[src/rx_extract_map.vh]
`ifndef RX_EXTRACT_MAP_VH
`define RX_EXTRACT_MAP_VH

// ----------------------------------------
// Register offsets within one channel.
// ----------------------------------------
`define MAP_IRQ_STATUS_OFS 12'h70b
`define MAP_IRQ_ENABLE_OFS 12'h70f
`define MAP_MEM_CTRL_OFS 12'h713

// ----------------------------------------
// Memory control field positions.
// ----------------------------------------
`define MAP_MC_EXT_RESET_N_BIT 4
`define MAP_MC_EXT_AVAIL_BIT 3
`define MAP_MC_INS_RESET_N_BIT 2
`define MAP_MC_INS_ROOM_BIT 1
`define MAP_MC_INS_SOC_BIT 0

// ----------------------------------------
// Interrupt enable and status field positions.
// ----------------------------------------
`define MAP_IRQ_EXTRACT_BIT 5
`define MAP_IRQ_USED_MSB 5

// ----------------------------------------
// Reset values.
// ----------------------------------------
`define MAP_MC_EXT_RESET_N_RST 1'b1
`define MAP_MC_INS_RESET_N_RST 1'b1
`define MAP_MC_INS_ROOM_RST 1'b1
`define MAP_MC_INS_SOC_RST 1'b0
`define MAP_IRQ_ENABLE_RST 6'h20
`define MAP_IRQ_STATUS_RST 8'h00

`endif

[src/cell_occupancy.v]
`timescale 1ns/1ps
`default_nettype none

module cell_occupancy #(
  parameter DEPTH_CELLS = 4,
  parameter CNT_W = 3
) (
  input wire clk,
  input wire srst,
  input wire ce,
  input wire hold_reset,
  input wire cell_loaded,
  input wire cell_taken,
  output reg [CNT_W-1:0] count_q,
  output wire full
);

  // ----------------------------------------
  // Count of complete cells waiting to be read.
  // ----------------------------------------
  localparam [CNT_W-1:0] LAST = DEPTH_CELLS[CNT_W-1:0];

  wire do_inc;
  wire do_dec;

  assign full = (count_q == LAST);
  assign do_inc = cell_loaded & ~full;
  assign do_dec = cell_taken & (count_q != {CNT_W{1'b0}});

  always @(posedge clk) begin
    if (srst) begin
      count_q <= {CNT_W{1'b0}};
    end else if (ce) begin
      if (hold_reset) begin
        count_q <= {CNT_W{1'b0}}; // [RULE_02]
      end else if (do_inc & ~do_dec) begin
        count_q <= count_q + {{(CNT_W-1){1'b0}}, 1'b1}; // [RULE_04]
      end else if (do_dec & ~do_inc) begin
        count_q <= count_q - {{(CNT_W-1){1'b0}}, 1'b1}; // [RULE_04]
      end
    end
  end

endmodule

`default_nettype wire

[src/sticky_flag.v]
`timescale 1ns/1ps
`default_nettype none

module sticky_flag (
  input wire clk,
  input wire srst,
  input wire ce,
  input wire set,
  input wire clear,
  output reg flag_q
);

  // ----------------------------------------
  // Set beats clear in the same cycle.
  // ----------------------------------------
  always @(posedge clk) begin
    if (srst) begin
      flag_q <= 1'b0;
    end else if (ce) begin
      if (set) begin
        flag_q <= 1'b1; // [RULE_10]
      end else if (clear) begin
        flag_q <= 1'b0; // [RULE_13]
      end
    end
  end

endmodule

`default_nettype wire

[src/rx_cell_extract_buffer_ctrl.v]
`timescale 1ns/1ps
`default_nettype none
`include "rx_extract_map.vh"

// How it works
// [RULE_01] Software starts a flush by writing zero to extraction reset bit 4.
// [RULE_02] Writing bit 4 back to one completes the flush and empties the buffer.
// [RULE_03] Software should flush once after power-up before any cell traffic.
// [RULE_04] After first cell read, the buffer stays consistent without further flushes.
// [RULE_05] Cell-available bit 3 reads one while a complete cell waits.
// [RULE_06] Cell-available bit 3 reads zero while no cell waits.
// [RULE_07] Polling software waits for bit 3 before reading cell words.
// [RULE_08] With enable set, every loaded cell raises an interrupt; here cells loaded while bit 4 is low raise none.
// [RULE_09] Interrupt enable bit 5 gates cell-extraction interrupts.
// [RULE_10] A copied cell sets status bit 5 and drives the interrupt pin low.
// [RULE_11] Memory control: bits 7-5 unused, 4 ext reset, 3 avail, 2-0 insertion.
// [RULE_12] Interrupt enable: bits 7-6 unused, bits 5-0 read/write enables.
// [RULE_13] Interrupt pin returns high once no enabled status bit remains set.
module rx_cell_extract_buffer_ctrl #(
  parameter DEPTH_CELLS = 4,
  parameter CNT_W = 3
) (
  input wire clk,
  input wire srst,
  input wire ce,
  input wire [11:0] addr,
  input wire wr_en,
  input wire rd_en,
  input wire [7:0] wdata,
  output reg [7:0] rdata_q,
  input wire cell_loaded,
  input wire cell_taken,
  output reg ext_mem_reset_q,
  output reg ins_mem_reset_q,
  output reg cell_avail_q,
  output reg int_n_q
);

  // ----------------------------------------
  // Register state.
  // ----------------------------------------
  reg ext_reset_n_q;
  reg ins_reset_n_q;
  reg ins_room_q;
  reg ins_soc_q;
  reg [5:0] irq_enable_q;

  wire [CNT_W-1:0] cell_count;
  wire extract_status;
  wire sel_mc;
  wire sel_ie;
  wire sel_is;
  wire status_read;
  wire avail_now;
  wire [7:0] mc_value;
  wire [7:0] ie_value;
  wire [7:0] is_value;

  assign sel_mc = (addr == `MAP_MEM_CTRL_OFS);
  assign sel_ie = (addr == `MAP_IRQ_ENABLE_OFS);
  assign sel_is = (addr == `MAP_IRQ_STATUS_OFS);
  assign status_read = rd_en & sel_is;
  assign avail_now = (cell_count != {CNT_W{1'b0}});

  // ----------------------------------------
  // Control register writes.
  // ----------------------------------------
  always @(posedge clk) begin
    if (srst) begin
      ext_reset_n_q <= `MAP_MC_EXT_RESET_N_RST;
      ins_reset_n_q <= `MAP_MC_INS_RESET_N_RST;
      ins_room_q <= `MAP_MC_INS_ROOM_RST;
      ins_soc_q <= `MAP_MC_INS_SOC_RST;
      irq_enable_q <= `MAP_IRQ_ENABLE_RST;
    end else if (ce) begin
      if (wr_en & sel_mc) begin
        ext_reset_n_q <= wdata[`MAP_MC_EXT_RESET_N_BIT]; // [RULE_01] [RULE_11]
        ins_reset_n_q <= wdata[`MAP_MC_INS_RESET_N_BIT]; // [RULE_11]
        ins_room_q <= wdata[`MAP_MC_INS_ROOM_BIT]; // [RULE_11]
        ins_soc_q <= wdata[`MAP_MC_INS_SOC_BIT]; // [RULE_11]
      end
      if (wr_en & sel_ie) begin
        irq_enable_q <= wdata[`MAP_IRQ_USED_MSB:0]; // [RULE_12]
      end
    end
  end

  // ----------------------------------------
  // Cell count, held empty while the reset bit is low.
  // ----------------------------------------
  cell_occupancy #(
    .DEPTH_CELLS(DEPTH_CELLS),
    .CNT_W(CNT_W)
  ) u_occupancy (
    .clk(clk),
    .srst(srst),
    .ce(ce),
    .hold_reset(~ext_reset_n_q),
    .cell_loaded(cell_loaded),
    .cell_taken(cell_taken),
    .count_q(cell_count),
    .full()
  );

  // ----------------------------------------
  // Cell extraction status, cleared by reading it.
  // ----------------------------------------
  sticky_flag u_extract_status (
    .clk(clk),
    .srst(srst),
    .ce(ce),
    .set(cell_loaded & ext_reset_n_q),
    .clear(status_read),
    .flag_q(extract_status)
  );

  // ----------------------------------------
  // Read data.
  // ----------------------------------------
  assign mc_value = {3'b000, ext_reset_n_q, cell_avail_q, ins_reset_n_q, ins_room_q, ins_soc_q}; // [RULE_11]
  assign ie_value = {2'b00, irq_enable_q}; // [RULE_12]
  assign is_value = {2'b00, extract_status, 5'b00000};

  always @(posedge clk) begin
    if (srst) begin
      rdata_q <= 8'h00;
    end else if (ce) begin
      if (rd_en) begin
        if (sel_mc) begin
          rdata_q <= mc_value;
        end else if (sel_ie) begin
          rdata_q <= ie_value;
        end else if (sel_is) begin
          rdata_q <= is_value;
        end else begin
          rdata_q <= 8'h00;
        end
      end
    end
  end

  // ----------------------------------------
  // Outputs.
  // ----------------------------------------
  always @(posedge clk) begin
    if (srst) begin
      ext_mem_reset_q <= 1'b0;
      ins_mem_reset_q <= 1'b0;
      cell_avail_q <= 1'b0;
      int_n_q <= 1'b1;
    end else if (ce) begin
      ext_mem_reset_q <= ~ext_reset_n_q; // [RULE_02]
      ins_mem_reset_q <= ~ins_reset_n_q;
      cell_avail_q <= avail_now & ext_reset_n_q; // [RULE_05] [RULE_06]
      int_n_q <= ~(extract_status & irq_enable_q[`MAP_IRQ_EXTRACT_BIT]); // [RULE_08] [RULE_09] [RULE_13]
    end
  end

endmodule

`default_nettype wire

[config.mk]
export PLATFORM = sky130hd
export DESIGN_NAME = rx_cell_extract_buffer_ctrl
export DESIGN_NICKNAME = d
export VERILOG_FILES = /design/src/cell_occupancy.v /design/src/sticky_flag.v /design/src/rx_cell_extract_buffer_ctrl.v
export VERILOG_INCLUDE_DIRS = /design/src
export SDC_FILE = /design/constraint.sdc
export NUM_CORES = 1
export LEC_CHECK = 0
export BUFFER_PORTS_ARGS = -buffer_cell sky130_fd_sc_hd__clkbuf_2
export CAP_MARGIN = 20
export CORE_ASPECT_RATIO = 0.9
export CORE_UTILIZATION = 49
export DETAILED_ROUTE_END_ITERATION = 10
export PLACE_DENSITY = 0.79
export SETUP_SLACK_MARGIN = 0.15
export SYNTH_ARGS = -nofsm -noshare
export SYNTH_HDL_FRONTEND = slang
export SYNTH_SLANG_ARGS = --single-unit
[constraint.sdc]
create_clock -name clk -period 2.5 [get_ports clk]
set_input_delay 0.5 -clock clk [delete_from_list [all_inputs] [get_ports clk]]
set_output_delay 0.5 -clock clk [all_outputs]
set_load 0.01 [all_outputs]
==> reports/qor.txt, run 1 <==
Max VDD drop: 0.601 mV
H-tree depth: 1
port bufs: 34
placed wire-length estimate: 2.14 mm
row cnt: 16
via/cell ratio: 5.77
synth unique cells: 35
Leak: 0.557 nW
share of cells above drive strength 1: 26.0%
stages on the worst setup path: 5
reg2reg end: u_occupancy.count_q[1]
largest net degree at the start of global routing: 20
cts hold-fix bufs: 0
full die area: 2610 um^2
DR pass1 iterations: 5
sw power: 0.000240 W
slowest stage cell, crit path: or4_1
PwrDens: 627 nW/um^2
CTS resizes: 0
iteration-0 DRC count of the detailed router: 56
kind of critical path: reg2reg
crit path DAT: 2420 ps
hold crit path type: in2reg
worst reg2reg setup slack: 300 ps
Max Slew Vio Count: 0
Seq/Total Area, Yosys: 40.7%
detailed-route via count: 1154
first-pass GRT wire length: 4.44 mm
Starting Density: 53.1%
die width: 53.7 um
core area: 2220 um^2
dpl ws: 332 ps
r2r startpoint: u_occupancy.count_q[2]
busiest metal layer after global routing: met2
root buf cell: clkbuf_4
Num CTS Buffers: 3
Comb pwr share: 18.9%
clock skew: 11.3 ps
FMAX: 454 MHz
CP max FO: 6
Worst Hold Path EP: irq_enable_q[3]
crit path time final: 2200 ps
Final GP Congestion: 0.835
final setup fails: 0
met2 Usage GRT: 34.0%
Fin Setup TNS: 0 ps
worst skew pair latency: 330 ps
Syn Inst Count: 140
internal power: 0.000647 W
antenna violations before repair: 0
area added between synthesis and finish: 19.8%
# DRC: 0
CP required: 2720 ps
Final nets: 202
Worst path max stage delay: 520 ps
CP Launch Type: register
RSZ-0062 raised after global routing: false
total track usage: 23.1%
max-cap viol count: 0
IO Pins: 39
average size of a mapped cell: 8.43 um^2
biggest regs: irq_enable_q x6, rdata_q x6, u_occupancy.count_q x3
routed len/inst: 13.9 um
clock slew at reported path FFs: 130 ps
fin crit share: 88.2%
status: completed
CTS tree: built
crit end category: register
Worst R2R Path Depth: 5
crit-path leading delay family: simple AND/OR/NAND/NOR gates
n_diodes: 0
Synth Register Bits: 24
grt total ovfl: 0
CTS sink cnt: 24
Antenna Violating Nets Remaining: 0
Post-CTS Setup Bufs: 0
yosys warns: 0
Clock Path Buffers: 2
hold path startpoint: wdata[3]
final hold violations: 0
met1 Track Usage GR: 31.3%
crit path cell chain: or3b_4 -> and3_2 -> fa_1 -> or4_1 -> o311ai_0
number of global-route vias before repair: 1015
Clk network pwr share: 31.7%
sequential power share: 49.4%
DRT Wirelength: 2.77 mm
WP buf/inv: 0
Filler cells: 196
Die Y: 48.6 um
post-synth design cell area: 1180 um^2
Sw Ratio: 27.0%
M3 GR Usage: 8.49%
hold path depth: 3
Final WS setup: 296 ps
-- metal layers --
metal / vias up / share of wire (%) / routed length [um]
met2: 45 / 48 / 1340
li1: 580 / - / -
met1: 526 / 44 / 1210
met5: - / 0 / 0
met4: 0 / 0.61 / 17
met3: 3 / 7.3 / 201
-- power groups by stage --
stage               logic (W)  clock network (W)  registers [W]
finish               0.000167           0.000281       0.000438
CTS                  0.000165           0.000285       0.000438
global placement     0.000154                  0       0.000443
detailed placement   0.000165                  0       0.000446
global route         0.000187           0.000307       0.000445
floorplan            0.000127                  0       0.000436
-- worst max path at each step --
| stage | startpoint | endpoint |
|---|---|---|
| 3_5_place_dp | u_occupancy.count_q[0] | u_occupancy.count_q[1] |
| 6_report | u_occupancy.count_q[2] | u_occupancy.count_q[1] |
| 4_1_cts | u_occupancy.count_q[2] | u_occupancy.count_q[1] |
| 2_1_floorplan | u_occupancy.count_q[0] | u_occupancy.count_q[1] |
| 3_3_place_gp | u_occupancy.count_q[2] | u_occupancy.count_q[1] |
| 5_1_grt | u_occupancy.count_q[2] | u_occupancy.count_q[1] |
-- worst register-to-register path: stages (launching register included) --
cell and delay [ps]:
dfxtp_1 420, or3b_4 420, and3_2 220, fa_1 420, or4_1 520, o311ai_0 100
-- cells by family after synthesis --
kind of cell	count (synthesis)	share of synthesized area, %
other	1	0.318
multiplexers	7	5.94
AND/OR/NAND/NOR	62	28.4
adder cells (fa/ha/maj)	1	1.70
buffers and inverters	12	5.09
flip-flops	24	40.7
AO/OA/AOI/OAI	33	17.8
-- through the flow --
| stage | power, W | instance area, um^2 | std cells | hold WS, ps | util, % |
|---|---|---|---|---|---|
| finish | 0.000887 | 1410 | 200 | 387 | 63.6 |
| floorplan | 0.000563 | 1180 | 141 | 432 | - |
| CTS | 0.000888 | 1410 | 200 | 379 | 63.6 |
| global placement | 0.000597 | 1360 | 196 | 441 | 61.3 |
| detailed placement | 0.000611 | 1360 | 196 | 449 | 61.3 |
| global route | 0.000939 | 1410 | 200 | 370 | 63.6 |
-- final cells by class --
cell class              instances  area, um^2  area share (%)
inverters                       3        11.3           0.796
well taps                      27        33.8            2.39
repair buffers                 37         193            13.6
multi-input cells             105         643            45.5
flip-flops and latches         24         480            34.0
clock inverters                 1        30.0            2.12
clock buffers                   3        22.5            1.59
-- cells in the mapped netlist --
cell type  instances  area, um^2
o211ai_1           1        7.51
mux2i_1            7        70.1
o311ai_0           3        26.3
o31a_2             1        10.0
nand3_1           11        55.1
a31oi_1            1        6.26
nor3b_1            1        7.51
and4b_1            2        20.0
o21bai_1           1        7.51
and4_1             1        8.76
inv_1              3        11.3
o41ai_1            1        8.76
nor2_1             5        18.8
and3_1             1        6.26
buf_6              1        11.3
clkbuf_1           6        22.5
dfxtp_1           24         480
buf_4              2        15.0
nor3_1             1        5.00
o221ai_1           1        8.76
and3_2             1        7.51
a21oi_1           10        50.1
o21ai_0            8        40.0
or3b_4             1        11.3
nor3_2             1        10.0
fa_1               1        20.0
nand4_1            3        18.8
conb_1             1        3.75
nand2_1           21        78.8
or4_1              3        22.5
and3b_1            1        8.76
or3_1              6        37.5
a22oi_1            5        37.5
nand2b_1           3        18.8
a211oi_1           1        7.51
-- layout by cell type, fill, tap and decap left out, types with 5 or more instances in the layout --
| cell type | synthesis | routed |
|---|---|---|
| a22oi_1 | 5 | 5 |
| nand2_1 | 21 | 21 |
| nor2_1 | 5 | 5 |
| a21oi_1 | 10 | 10 |
| o21ai_0 | 8 | 8 |
| mux2i_1 | 7 | 7 |
| dfxtp_1 | 24 | 24 |
| clkbuf_2 | 0 | 34 |
| nand3_1 | 11 | 11 |
| or3_1 | 6 | 6 |
No activity file was read; power rests on OpenSTA's default activity.
==> run 2: changes to the inputs <==
==> constraint.sdc (replaced) <==
create_clock -name clk -period 2.5 [get_ports clk]
set_input_delay 0.25 -clock clk [delete_from_list [all_inputs] [get_ports clk]]
set_output_delay 0.25 -clock clk [all_outputs]
set_load 0.01 [all_outputs]
==> reports/qor.txt, run 2 (synthesis results as in run 1) <==
status: completed (unchanged)
most frequent cells in the layout: 34 x clkbuf_2, 24 x dfxtp_1, 21 x nand2_1 (unchanged)
first-pass GRT wire length: 4.36 mm (was 4.44 mm)
CP Launch Type: register (unchanged)
CTS sink cnt: 24 (unchanged)
n_diodes: 0 (unchanged)
max-cap viol count: 0 (unchanged)
core area: 2220 um^2 (unchanged)
CP max FO: 6 (unchanged)
M1 WL: 1.18 mm (was 1.21 mm)
Antenna Violating Nets Remaining: 0 (unchanged)
FMAX: 456 MHz (was 454 MHz)
Max VDD drop: 0.462 mV (was 0.601 mV)
Worst Tran Pin Value: 731 ps
RSZ-0062 raised after global routing: false (unchanged)
total track usage: 22.6% (was 23.1%)
area added between synthesis and finish: 16.5% (was 19.8%)
Num CTS Buffers: 3 (unchanged)
root buf cell: clkbuf_4 (unchanged)
biggest regs: irq_enable_q x6, rdata_q x6, u_occupancy.count_q x3 (unchanged)
crit end category: register (unchanged)
Starting Density: 53.1% (unchanged)
Top Metal Used: met4 (unchanged)
clock skew: 1.86 ps (was 11.3 ps)
placed wire-length estimate: 1.95 mm (was 2.14 mm)
grt total ovfl: 0 (unchanged)
Leak: 0.535 nW (was 0.557 nW)
Max Slew Vio Count: 0 (unchanged)
kind of critical path: reg2reg (unchanged)
cts hold-fix bufs: 0 (unchanged)
DRT Wirelength: 2.52 mm (was 2.77 mm)
share of cells above drive strength 1: 24.7% (was 26.0%)
final hold violations: 0 (unchanged)
fin crit share: 87.7% (was 88.2%)
Clk network pwr share: 24.9% (was 31.7%)
routed len/inst: 12.8 um (was 13.9 um)
Fin Setup TNS: 0 ps (unchanged)
internal power: 0.000572 W (was 0.000647 W)
Worst path max stage delay: 510 ps (was 520 ps)
DR WL met2: 1.19 mm (was 1.34 mm)
Filler cells: 204 (was 196)
PwrDens: 579 nW/um^2 (was 627 nW/um^2)
Slew headroom: 51.2%
Routed met3 length: 131 um (was 201 um)
final core occ: 61.9% (was 63.6%)
final setup fails: 0 (unchanged)
Die Y: 48.6 um (unchanged)
sw power: 0.000224 W (was 0.000240 W)
slowest stage cell, crit path: or4_1 (unchanged)
detailed-route via count: 1116 (was 1154)
IO Pins: 39 (unchanged)
Final GP Congestion: 0.775 (was 0.835)
Comb pwr share: 20.0% (was 18.9%)
clock slew at reported path FFs: 120 ps (was 130 ps)
commonest non-fill, non-tap cell in the layout: clkbuf_2 (unchanged)
via/cell ratio: 5.66 (was 5.77)
Sw Ratio: 28.2% (was 27.0%)
port bufs: 34 (unchanged)
CTS resizes: 0 (unchanged)
worst skew pair latency: 310 ps (was 330 ps)
largest net degree at the start of global routing: 20 (unchanged)
crit path DAT: 2400 ps (was 2420 ps)
die width: 53.7 um (unchanged)
# DRC: 0 (unchanged)
sequential power share: 55.0% (was 49.4%)
DR pass1 iterations: 4 (was 5)
antenna violations before repair: 0 (unchanged)
CP required: 2710 ps (was 2720 ps)
crit path time final: 2190 ps (was 2200 ps)
Final nets: 199 (was 202)
row cnt: 16 (unchanged)
Post-CTS Setup Bufs: 0 (unchanged)
CTS tree: built (unchanged)
crit path cell chain: or3b_4 -> and3_2 -> fa_1 -> or4_1 -> o311ai_0 (unchanged)
iteration-0 DRC count of the detailed router: 18 (was 56)
Clock Path Buffers: 2 (unchanged)
number of global-route vias before repair: 992 (was 1015)
H-tree depth: 1 (unchanged)
full die area: 2610 um^2 (unchanged)
hold crit path type: in2reg (unchanged)
run 2: changes by cell type in the layout (fill, tap and decap cells not counted):
cell	change
buf_4	-3
bufinv_16	-1
clkbuf_8	+1
run 2: worst max-delay path: cells and delay by family, from the launching register on:
kind                     cells  cell delay, ps
AO/OA/AOI/OAI                1             100
flip-flops                   1             430
AND/OR/NAND/NOR              3            1140
adder cells (fa/ha/maj)      1             410
run 2: worst paths after layout:
path                                              from  slack (ps)                      to  depth (start not counted)
worst max-delay path            u_occupancy.count_q[2]         310  u_occupancy.count_q[1]                          5
worst min-delay path                          wdata[3]         160         irq_enable_q[3]                          3
worst max register to register  u_occupancy.count_q[2]         310  u_occupancy.count_q[1]                          5
worst min register to register              rdata_q[0]         460              rdata_q[0]                          2
run 2: final cells by class:
type	count	area, um^2	share of cell area [%]
Clock buffer	4	36.3	2.64
Timing Repair Buffer	34	170	12.4
Inverter	3	11.3	0.819
Sequential cell	24	480	34.9
Tap cell	27	33.8	2.46
Multi-Input combinational cell	105	643	46.8
run 2: per-stage QoR:
| step | cell area [um^2] | setup slack [ps] | total power [W] | hold WS (ps) | instances |
|---|---|---|---|---|---|
| floorplan | 1180 | 401 | 0.000563 | 392 | 141 |
| global placement | 1340 | 380 | 0.000598 | 440 | 193 |
| detailed placement | 1340 | 326 | 0.000607 | 448 | 193 |
| CTS | 1380 | 299 | 0.000804 | 153 | 197 |
| global route | 1380 | 165 | 0.000862 | 139 | 197 |
| finish | 1380 | 307 | 0.000796 | 159 | 197 |
run 2: power by group through the flow:
stage               combinational, W  clock [W]  sequential, W
CTS                         0.000161   0.000206       0.000438
finish                      0.000159   0.000199       0.000438
detailed placement          0.000161          0       0.000446
global route                0.000185   0.000232       0.000445
floorplan                   0.000127          0       0.000436
global placement            0.000155          0       0.000443
run 2: metal layers:
metal  vias to the layer above  track usage [%]
met4                         0             7.89
met5                         -                0
li1                        568                -
met1                       512             32.1
met3                         2             5.97
met2                        34             32.5
